--- src/shared/strap_defs.svh ---
// Constants for the reset strap sampler
`ifndef STRAP_DEFS_SVH
`define STRAP_DEFS_SVH
`define STRAP_WIDTH_DEF 8
`define STRAP_NOPULL_MASK_DEF 8'hC0
`define STRAP_HOLD_CLKS_DEF 4
`define STRAP_SYNC_STAGES 2
`endif

--- src/shared/strap_pkg.sv ---
// Types shared by the reset strap sampler
package strap_pkg;
   typedef enum logic [1:0] {
      ST_RESET = 2'b00,
      ST_HOLD = 2'b01,
      ST_RUN = 2'b11
   } strap_state_t;
endpackage

--- src/design/strap_pin_cell.sv ---
// One strap pin: capture flop, pad steering and pull control
`timescale 1ns/1ps
`default_nettype none
module strap_pin_cell #(
   parameter logic HAS_PULL = 1'b1
) (
   input wire logic clk,
   input wire logic capture,
   input wire logic in_reset,
   input wire logic pull_on,
   input wire logic pad_in,
   input wire logic func_out,
   output logic cfg_q,
   output logic pad_out_q,
   output logic pad_oe_q,
   output logic pull_en_q
);
   // Latch the pad level once at the deassert edge; held otherwise
   always_ff @(posedge clk) begin
      if (capture) begin
         cfg_q <= pad_in;
      end
   end

   // Pad direction: input in reset, functional output afterward
   always_ff @(posedge clk) begin
      pad_oe_q <= !in_reset;
      pad_out_q <= in_reset ? 1'b0 : func_out;
   end

   // Weak pull only where fitted, and only while the window is open
   always_ff @(posedge clk) begin
      pull_en_q <= HAS_PULL & pull_on;
   end
endmodule
`default_nettype wire

--- src/design/reset_strap_sampler.sv ---
// Power-on strap sampler: captures straps when hard reset releases
`timescale 1ns/1ps
`default_nettype none
`include "strap_defs.svh"
// How it works
// - During hard reset every strap pin is an input, never driven.
// - Pin levels are latched as configuration when hard reset deasserts.
// - Pins return to output use at capture; the receiver turns off after the pull hold window.
// - Weak pull-up is on during reset and a few clocks after, on every pin outside NOPULL_MASK.
// - Receiver disabled means pull-up disabled too.
// - A sampled high selects default; board pulls low for non-default.
// - Outside hard reset strap pins are output-only functional pins.
module reset_strap_sampler #(
   parameter int STRAP_WIDTH = `STRAP_WIDTH_DEF,
   parameter logic [STRAP_WIDTH-1:0] NOPULL_MASK = `STRAP_NOPULL_MASK_DEF,
   parameter int HOLD_CLKS = `STRAP_HOLD_CLKS_DEF
) (
   input wire logic clk,
   input wire logic srst,
   input wire logic hard_reset_n,
   input wire logic [STRAP_WIDTH-1:0] strap_in,
   input wire logic [STRAP_WIDTH-1:0] func_out,
   output logic [STRAP_WIDTH-1:0] strap_out,
   output logic [STRAP_WIDTH-1:0] strap_oe,
   output logic [STRAP_WIDTH-1:0] strap_pull_en,
   output logic [STRAP_WIDTH-1:0] cfg_value,
   output logic rx_en,
   output logic cfg_valid
);
   localparam int CW = $clog2(HOLD_CLKS + 1);

   // Refuse shapes the logic cannot serve
   initial begin
      if (STRAP_WIDTH < 1 || HOLD_CLKS < 1 || HOLD_CLKS > 4096) begin
         $error("reset_strap_sampler: bad parameter");
      end
   end

   strap_pkg::strap_state_t state_q;
   logic hrst_q;
   logic [CW-1:0] cnt_q;
   logic capture;
   logic in_reset;
   logic pull_on;

   // Register the reset pin to find its release edge
   always_ff @(posedge clk) begin
      if (srst) begin
         hrst_q <= 1'b1;
      end else begin
         hrst_q <= !hard_reset_n;
      end
   end

   // Capture on the first cycle hard reset is seen released
   assign capture = hrst_q && hard_reset_n;
   assign in_reset = !hard_reset_n || srst;
   assign pull_on = in_reset || (state_q == strap_pkg::ST_RESET) ||
      (state_q == strap_pkg::ST_HOLD);

   // Sequence: reset, pull hold window, run
   always_ff @(posedge clk) begin
      if (srst || !hard_reset_n) begin
         state_q <= strap_pkg::ST_RESET;
         cnt_q <= '0;
      end else begin
         unique case (state_q)
            strap_pkg::ST_RESET: begin
               if (capture) begin
                  state_q <= strap_pkg::ST_HOLD;
                  cnt_q <= CW'(HOLD_CLKS - 1);
               end
            end
            strap_pkg::ST_HOLD: begin
               if (cnt_q == '0) begin
                  state_q <= strap_pkg::ST_RUN;
               end else begin
                  cnt_q <= cnt_q - CW'(1);
               end
            end
            strap_pkg::ST_RUN: begin
               state_q <= strap_pkg::ST_RUN;
            end
            default: begin
               state_q <= strap_pkg::ST_RESET;
            end
         endcase
      end
   end

   // Receiver enable and valid flag
   always_ff @(posedge clk) begin
      if (srst) begin
         rx_en <= 1'b1;
         cfg_valid <= 1'b0;
      end else begin
         rx_en <= pull_on;
         if (!hard_reset_n) begin
            cfg_valid <= 1'b0;
         end else if (capture) begin
            cfg_valid <= 1'b1;
         end
      end
   end

   // One cell per strap pin
   for (genvar i = 0; i < STRAP_WIDTH; i++) begin : g_pin
      strap_pin_cell #(
         .HAS_PULL(!NOPULL_MASK[i])
      ) u_cell (
         .clk(clk),
         .capture(capture),
         .in_reset(in_reset),
         .pull_on(pull_on),
         .pad_in(strap_in[i]),
         .func_out(func_out[i]),
         .cfg_q(cfg_value[i]),
         .pad_out_q(strap_out[i]),
         .pad_oe_q(strap_oe[i]),
         .pull_en_q(strap_pull_en[i])
      );
   end
endmodule
`default_nettype wire

--- config.mk ---
export PLATFORM = sky130hd
export DESIGN_NAME = reset_strap_sampler
export DESIGN_NICKNAME = d
export VERILOG_FILES = /design/src/shared/strap_pkg.sv /design/src/design/strap_pin_cell.sv /design/src/design/reset_strap_sampler.sv
export VERILOG_INCLUDE_DIRS = /design/src /design/src/shared
export SDC_FILE = /design/constraint.sdc
export NUM_CORES = 1
export LEC_CHECK = 0
export BUFFER_PORTS_ARGS = -buffer_cell sky130_fd_sc_hd__buf_2
export CAP_MARGIN = 25
export CORE_MARGIN = 2
export CORE_UTILIZATION = 48
export DETAILED_ROUTE_END_ITERATION = 8
export GPL_ROUTABILITY_DRIVEN = 0
export HOLD_SLACK_MARGIN = 0.06
export PLACE_DENSITY = 0.83
export REMOVE_ABC_BUFFERS = 1
export SETUP_SLACK_MARGIN = 0.15
export SLEW_MARGIN = 20
export SYNTH_ARGS = -nofsm -noshare
export SYNTH_HDL_FRONTEND = slang
export SYNTH_SLANG_ARGS = --single-unit
--- constraint.sdc ---
create_clock -name clk -period 2.8 [get_ports clk]
set_clock_uncertainty 0.15 [all_clocks]
set_input_delay 0.56 -clock clk [delete_from_list [all_inputs] [get_ports clk]]
set_output_delay 0.56 -clock clk [all_outputs]
set_load 0.02 [all_outputs]
==> run summary, run 1 <==
vias in the first global route -> 515
VDD IR max -> 293.3 uV
total wire length -> 1569 um
gr usage total -> 11.29%
Worst path max stage delay -> 430 ps
cells along the critical path -> buf_2
DRC viols -> 0
starting density of the core -> 50.14%
H-Tree Depth -> 1
row count -> 17
total CTS buffers -> 3
Layout Utilization -> 53.51%
Synth warnings -> 0
Post-synth EDFFs -> 8
max-slew violation count -> 0
nets@finish -> 140
internal power -> 546.0 uW
hold_buf cts -> 0
Final Power -> 710.8 uW
Multi-input gate area -> 222.7 um^2
clock sinks -> 26
Worst Path Required -> 2090 ps
CTS tree -> done
asr flop ratio synth -> 0%
clk_lat worst skew -> 320 ps
met2 WL -> 809 um
Fin. Hold Viols -> 0
Yosys cell types -> 23
CP Capture Type -> primary output
Die ar. -> 2687 um^2
Port Buf Inserts -> 50
post-synth top area cell -> dfxtp_1
area share of the largest cell type after synthesis -> 32.80%
postcts setup bufs -> 0
Final min period -> 1654 ps
Switch Pwr -> 164.8 uW
part of the power in combinational logic -> 11.7%
largest net degree at the start of global routing -> 16
RSZ-0062 raised after global routing -> no
CP Launch Type -> flop
Top Layer Used -> met4
Max Root-Sink Buffers -> 2
wire length per cell -> 10.75 um
total grt overflow -> 0
Core Region -> 2191 um^2
HPWL after DPL -> 1274 um
post-cts sizing count -> 0
Max Cap Viol -> 0
Hold WS -> 255.7 ps
worst path arrival time -> 940 ps
met3 WL post-DR -> 130 um
met1 wire length -> 613 um
DR iter-0 viols -> 11
Cell Area, Synth -> 1099 um^2
register area share after synthesis -> 54.67%
initial antenna violation count -> 0
Syn Inst Count -> 97
critical path peak fanout -> 8
commonest cells in the netlist -> buf_4, dfxtp_1, and2_1
Tcrit/Tclk final -> 59.06%
first-pass GRT wire length -> 2187 um
most frequent cell after synthesis -> buf_4
P_leak -> 0.5580 nW
Die Ht -> 51.84 um
sw frac -> 23.18%
fill count -> 183
Clock Pin Slew Worst Setup and Hold Paths -> 140 ps
Post-DRT Antenna Nets -> 0
CP Buf/Inv Count -> 1
area grow syn2layout -> 6.719%
vias per inst -> 4.329
Post-synth top flop -> dfxtp_1
I/O pins -> 53
Syn Area/Cell -> 11.33 um^2
outcome -> finished, final reports clean
fraction of layout cells with a size suffix above 1 -> 49.15%
worst min path class -> in -> reg
CTS root buffer -> clkbuf_4
FF+latch area -> 600.6 um^2
crit path max-delay cell type -> dfxtp_1
PD cells -> 606.3 nW/um^2
#FFs+latches synth -> 26
cell family with most CP delay -> flip-flops
final setup fails -> 0
Die W -> 51.84 um
Clk pwr share -> 30.3%
top cells by area, synth -> dfxtp_1, buf_4, edfxtp_1, and2_1, ha_1
Max Freq -> 0.6047 GHz
Flop pwr share -> 58.0%
1st-pass router iterations -> 4
Setup TNS Final -> 0 ps
routed vias -> 632
CP Class -> reg -> out
ANT cells -> 0
-- kinds of logic (layout without fill, tap and decap cells) --
| kind of cell | after synthesis | after routing | share of synthesized area (%) |
|---|---|---|---|
| flops | 26 | 26 | 54.67 |
| fa+ha+maj | 2 | 2 | 2.278 |
| other cells | 1 | 2 | 0.3414 |
| buf+inv | 38 | 58 | 25.40 |
| simple gates | 23 | 23 | 12.30 |
| compound gates | 7 | 7 | 5.012 |
-- worst paths after layout --
| check | from | endpoint | slack (ps) | cells after the start |
|---|---|---|---|---|
| setup reg to reg | cnt_q[0] | cnt_q[1] | 1420 | 5 |
| hold / removal | strap_in[5] | g_pin[5].u_cell.cfg_q | 260 | 1 |
| setup / recovery | g_pin[4].u_cell.pad_oe_q | strap_oe[4] | 1150 | 1 |
| hold reg to reg | state_q[1] | g_pin[5].u_cell.pull_en_q | 310 | 1 |
-- metal layers --
metal  track usage, %  vias up
met5                0        -
met4            5.263        0
met3            2.874        2
met2            20.68       32
met1            11.90      280
li1                 -      318
-- metrics by stage --
stage / std cells / setup WS, ps / instance area, um^2
after floorplan: 64 / 794.5 / 839.6
after global placement: 142 / 1168 / 1125
after detailed placement: 142 / 1152 / 1125
after CTS: 146 / 1138 / 1172
after global routing: 146 / 1062 / 1172
final: 146 / 1146 / 1172
-- cells in the final DEF, fill, tap and decap left out, drive strengths merged --
master  instances
a211oi          1
a21boi          1
a21oi           3
a31oi           1
a32o            1
and2            9
and3            1
and3b           1
and4bb          1
buf            50
clkbuf          4
clkinv          1
conb            2
dfxtp          18
edfxtp          8
ha              2
inv             3
nand2           3
nand2b          2
nor2            4
nor2b           1
nor3            1
-- cell type report --
cell class | instances | area share, %
Clock buffer | 4 | 4.056
Inverter | 4 | 1.387
Multi-Input combinational cell | 34 | 19.00
Sequential cell | 26 | 51.23
Tap cell | 28 | 2.988
Timing Repair Buffer | 50 | 21.34
-- sequential cells by signal, summed over array words and instances (netlist names) --
signal / flops
g_pin.u_cell.pad_out_q: 8
rx_en: 1
g_pin.u_cell.pad_oe_q: 1
cnt_q: 3
g_pin.u_cell.pull_en_q: 1
hrst_q: 1
cfg_valid: 1
state_q: 2
g_pin.u_cell.cfg_q: 8
-- power groups by stage --
stage	sequential (mW)	combinational [mW]	clock [mW]
2_1_floorplan	0.445	0.0247	0
3_3_place_gp	0.420	0.0815	0
3_5_place_dp	0.421	0.0837	0
4_1_cts	0.412	0.0841	0.218
5_1_grt	0.414	0.0909	0.231
6_report	0.412	0.0831	0.216
(Power assumes the default switching activity.)
==> run 2, diff against run 1 <==
--- a/config.mk
+++ b/config.mk
@@ -9,11 +9,11 @@
 export BUFFER_PORTS_ARGS = -buffer_cell sky130_fd_sc_hd__buf_2
 export CAP_MARGIN = 25
 export CORE_MARGIN = 2
-export CORE_UTILIZATION = 48
+export CORE_UTILIZATION = 40
 export DETAILED_ROUTE_END_ITERATION = 8
 export GPL_ROUTABILITY_DRIVEN = 0
 export HOLD_SLACK_MARGIN = 0.06
-export PLACE_DENSITY = 0.83
+export PLACE_DENSITY = 0.74
 export REMOVE_ABC_BUFFERS = 1
 export SETUP_SLACK_MARGIN = 0.15
 export SLEW_MARGIN = 20
==> constraint.sdc (replaced) <==
create_clock -name clk -period 1.4 [get_ports clk]
set_clock_uncertainty 0.15 [all_clocks]
set_input_delay 0.28 -clock clk [delete_from_list [all_inputs] [get_ports clk]]
set_output_delay 0.28 -clock clk [all_outputs]
set_load 0.02 [all_outputs]
==> run summary, run 2 (synthesis gave the netlist of run 1 again) <==
Tcrit/Tclk final -> 94.86%
routed vias -> 728
Setup TNS Final -> 0 ps
Hold Path Depth -> 3
largest net degree at the start of global routing -> 15
critical path peak fanout -> 8
cells along the critical path -> buf_4
Hold WS -> 192.6 ps
Worst Path Required -> 970 ps
RSZ-0062 raised after global routing -> yes
CTS tree -> done
internal power -> 1.059 mW
biggest regs -> g_pin.u_cell.cfg_q x8, g_pin.u_cell.pad_out_q x8, cnt_q x3
CTS root buffer -> clkbuf_4
fraction of layout cells with a size suffix above 1 -> 57.97%
gr usage total -> 13.84%
worst path arrival time -> 900 ps
worst min path class -> in -> reg
PD cells -> 902.8 nW/um^2
I/O pins -> 53
Die W -> 56.41 um
clk_lat worst skew -> 300 ps
CP Buf/Inv Count -> 1
Max Root-Sink Buffers -> 2
Clk pwr share -> 21.9%
clock sinks -> 26
most frequent cells in the layout -> buf_2, buf_6, dlygate4sd3_1
Max Freq -> 0.7530 GHz
Post-DRT Antenna Nets -> 0
CP Class -> reg -> out
Switch Pwr -> 341.1 uW
vias per inst -> 4.308
DR iter-0 viols -> 21
row count -> 19
sw frac -> 24.36%
VDD IR max -> 539.2 uV
part of the power in combinational logic -> 18.6%
commonest non-fill, non-tap cell in the layout -> buf_2
area grow syn2layout -> 41.23%
initial antenna violation count -> 0
Port Buf Inserts -> 50
worst r2r path cells -> 4
HPWL after DPL -> 1311 um
Worst path max stage delay -> 430 ps
crit path max-delay cell type -> dfxtp_4
Core Region -> 2686 um^2
final setup fails -> 0
starting density of the core -> 40.89%
fin area -> 1551 um^2
Max Cap Viol -> 0
cell family with most CP delay -> flip-flops
ANT cells -> 0
H-Tree Depth -> 1
total wire length -> 2267 um
P_leak -> 0.6868 nW
Die Ht -> 56.41 um
Worst path depth -> 1
CP Launch Type -> flop
Flop pwr share -> 59.5%
Fin. Hold Viols -> 0
PnR worst setup slack -> 71.98 ps
max-slew violation count -> 0
fill count -> 228
CP Capture Type -> primary output
1st-pass router iterations -> 4
first-pass GRT wire length -> 3408 um
total grt overflow -> 0
Final min period -> 1328 ps
pre-CTS setup slack -> 57.06 ps
nets@finish -> 160
Die ar. -> 3182 um^2
outcome -> finished, final reports clean
DRC viols -> 0
total CTS buffers -> 3
wire length per cell -> 13.41 um
vias in the first global route -> 715
cell area after placement -> 1136 um^2
Clock Pin Slew Worst Setup and Hold Paths -> 120 ps
-- run 2: layout make-up --
cell class	count	area (um^2)	area share (%)
clock buffer	4	26.28	1.694
inverter	4	21.27	1.371
tap	31	38.79	2.500
timing repair buffer	70	579.3	37.34
sequential	26	616.8	39.76
multi-input combinational	34	269.0	17.34
-- run 2: path summary, 6_finish.rpt --
kind                            start                        end  slack (ps)
max          g_pin[4].u_cell.pad_oe_q                strap_oe[1]          70
min                      hard_reset_n   g_pin[4].u_cell.pad_oe_q         190
max reg2reg                  cnt_q[0]                   cnt_q[2]         180
min reg2reg                state_q[1]  g_pin[5].u_cell.pull_en_q         300
-- run 2: metal layers --
metal / GRT usage, % / share of wire [%] / up-vias
met2: 26.05 / 55 / 39
met3: 4.147 / 7.5 / 4
met4: 4.082 / 2.0 / 0
met1: 14.70 / 36 / 328
met5: 0 / 0 / -
li1: - / - / 357
-- run 2: per-stage QoR --
| step | cells | util, % | power, mW |
|---|---|---|---|
| floorplan | 64 | - | 0.9394 |
| global placement | 146 | 42.29 | 1.005 |
| detailed placement | 146 | 42.29 | 1.012 |
| CTS | 169 | 53.66 | 1.374 |
| global route | 169 | 57.76 | 1.476 |
| finish | 169 | 57.76 | 1.401 |
-- run 2: power by group through the flow --
stage | registers [mW] | clock network, mW | logic, mW
finish | 0.833 | 0.306 | 0.261
global route | 0.838 | 0.358 | 0.280
CTS | 0.827 | 0.316 | 0.232
detailed placement | 0.842 | 0 | 0.170
global placement | 0.840 | 0 | 0.165
floorplan | 0.890 | 0 | 0.0494
-- run 2: timing repair --
| action | CTS | global route |
|---|---|---|
| hold buffers | 16 | 0 |
| gates cloned | 0 | 0 |
| hold endpoints to repair | 16 | 0 |
| buffers inserted | 3 | 0 |
| resized for setup | 32 | 39 |
| pin swaps | 2 | 3 |
| setup endpoints to repair | 26 | 42 |
==> run 3, diff against run 2 <==
--- a/config.mk
+++ b/config.mk
@@ -6,6 +6,8 @@
 export SDC_FILE = /design/constraint.sdc
 export NUM_CORES = 1
 export LEC_CHECK = 0
+export ABC_AREA = 1
+export ABC_CLOCK_PERIOD_IN_PS = 1400
 export BUFFER_PORTS_ARGS = -buffer_cell sky130_fd_sc_hd__buf_2
 export CAP_MARGIN = 25
 export CORE_MARGIN = 2
@@ -13,7 +15,7 @@
 export DETAILED_ROUTE_END_ITERATION = 8
 export GPL_ROUTABILITY_DRIVEN = 0
 export HOLD_SLACK_MARGIN = 0.06
-export PLACE_DENSITY = 0.74
+export PLACE_DENSITY = 0.73
 export REMOVE_ABC_BUFFERS = 1
 export SETUP_SLACK_MARGIN = 0.15
 export SLEW_MARGIN = 20
==> run summary, run 3 <==
outcome -> finished, final reports clean
routed vias -> 784
GRT busiest layer -> met2
Layout Utilization -> 57.80%
Hold WS -> 102.1 ps
Cell Area, Synth -> 1119 um^2
Post-DRT Antenna Nets -> 0
Die W -> 56.88 um
Max Freq -> 0.7565 GHz
H-Tree Depth -> 1
clk_lat worst skew -> 310 ps
Switch Pwr -> 364.5 uW
worst path arrival time -> 890 ps
most frequent cell after synthesis -> buf_4
clock sinks -> 26
initial antenna violation count -> 0
met3 Track Usage GR -> 2.074%
Clk pwr share -> 25.6%
starting density of the core -> 41.27%
reg2reg start -> cnt_q[0]
1st-pass router iterations -> 2
critical path peak fanout -> 1
most frequent cells in the layout -> buf_2, dlygate4sd3_1, buf_6
asr flop ratio synth -> 0%
CTS tree -> done
biggest regs -> g_pin.u_cell.cfg_q x8, g_pin.u_cell.pad_out_q x8, cnt_q x3
Synth warnings -> 0
register area share after synthesis -> 53.69%
internal power -> 1.096 mW
Syn Inst Count -> 117
VDD IR max -> 651.0 uV
Syn Area/Cell -> 9.560 um^2
post-synth top area cell -> dfxtp_1
commonest cells in the netlist -> buf_4, dfxtp_1, inv_1, nor2_1, nand2_1
M2 GR Usage -> 23.81%
sw frac -> 24.96%
RSZ-0062 raised after global routing -> yes
CP Class -> reg -> out
DRC viols -> 0
max-slew violation count -> 0
Setup crit start -> g_pin[0].u_cell.cfg_q
DR iter-0 viols -> 15
final setup fails -> 0
cells along the critical path -> buf_6
Worst path max stage delay -> 430 ps
#FFs+latches synth -> 26
first-pass GRT wire length -> 3167 um
commonest non-fill, non-tap cell in the layout -> buf_2
wire length per cell -> 11.22 um
CTS root buffer -> clkbuf_4
Fin. Hold Viols -> 0
Worst Path Required -> 970 ps
CP Launch Type -> flop
area share of the largest cell type after synthesis -> 32.21%
Tcrit/Tclk final -> 94.42%
gr usage total -> 12.92%
nets@finish -> 180
Final Power -> 1.460 mW
hold_sp -> srst
area grow syn2layout -> 40.04%
vias in the first global route -> 761
Port Buf Inserts -> 50
fraction of layout cells with a size suffix above 1 -> 51.90%
Max Cap Viol -> 0
Post-synth EDFFs -> 8
part of the power in combinational logic -> 17.7%
HPWL after DPL -> 1419 um
M1 GR Usage -> 13.64%
Die Ht -> 56.88 um
cell family with most CP delay -> flip-flops
vias per inst -> 4.148
I/O pins -> 53
largest net degree at the start of global routing -> 15
total wire length -> 2120 um
top cells by area, synth -> dfxtp_1, buf_4, edfxtp_1, inv_1, nor2_1
row count -> 19
Clock Pin Slew Worst Setup and Hold Paths -> 130 ps
Final min period -> 1322 ps
CP Capture Type -> primary output
Die ar. -> 3235 um^2
ANT cells -> 0
CP Buf/Inv Count -> 1
PD cells -> 932.0 nW/um^2
Flop pwr share -> 56.7%
worst min path class -> in -> reg
total grt overflow -> 0
Max Root-Sink Buffers -> 2
Core Region -> 2710 um^2
Yosys cell types -> 18
total CTS buffers -> 3
crit path max-delay cell type -> edfxtp_1
Post-synth top flop -> dfxtp_1
P_leak -> 0.7509 nW
[run 3: changes by cell type after synthesis, sizes merged, moves of 2 or more]
cell and delta:
nand3 +2, nor2 +13, nand2b -2, inv +13, and2 -9, nand2 +11
[run 3: power groups by stage]
stage / combinational, mW / sequential (mW) / clock, mW
after detailed placement: 0.183 / 0.841 / 0
after global routing: 0.280 / 0.832 / 0.417
after global placement: 0.177 / 0.838 / 0
after CTS: 0.234 / 0.823 / 0.380
final: 0.259 / 0.828 / 0.374
after floorplan: 0.0593 / 0.888 / 0
[run 3: metrics by stage]
stage | setup TNS [ps] | setup WS [ps] | instances | area, um^2
2_1_floorplan | -3011 | -325.5 | 85 | 870.8
3_3_place_gp | 0 | 223.2 | 167 | 1167
3_5_place_dp | 0 | 110.9 | 167 | 1167
4_1_cts | 0 | 72.08 | 189 | 1455
5_1_grt | 0 | 33.83 | 189 | 1567
6_report | 0 | 78.17 | 189 | 1567
[run 3: layout make-up]
class	count	area (um^2)
Fill cell	215	1144
Sequential cell	26	618.1
Timing Repair Buffer	69	566.8
Multi-Input combinational cell	42	242.7
Inverter	17	63.81
Tap cell	31	38.79
Clock buffer	4	36.28
[run 3: cell families (layout without fill, tap and decap cells)]
kind of cell / count (synthesis) / after routing / synth area share, %
compound gates: 5 / 5 / 2.460
fa+ha+maj: 2 / 2 / 2.237
buf+inv: 50 / 90 / 28.19
flops: 26 / 26 / 53.69
other cells: 1 / 2 / 0.3352
simple gates: 33 / 33 / 13.09
[run 3: worst paths after layout]
path              cells after the start  slack (ps)      endpoint
setup / recovery                      1          80  cfg_value[0]
hold / removal                        4         100    state_q[1]
setup reg to reg                      8         190      cnt_q[2]
hold reg to reg                       2         340     cfg_valid
[run 3: layer usage]
layer / up-vias / wire [um]
met1: 334 / 790
met5: - / 0
met4: 0 / 53
met3: 6 / 189
met2: 42 / 1085
li1: 402 / -
[run 3: repair_timing]
item                                    in CTS  in global routing
endpoints found under the hold margin       19                  0
buffers inserted                             1                  0
hold buffers                                17                  0
endpoints found under the setup margin      27                 35
pin swaps                                    0                  1
resized for setup                           29                 39
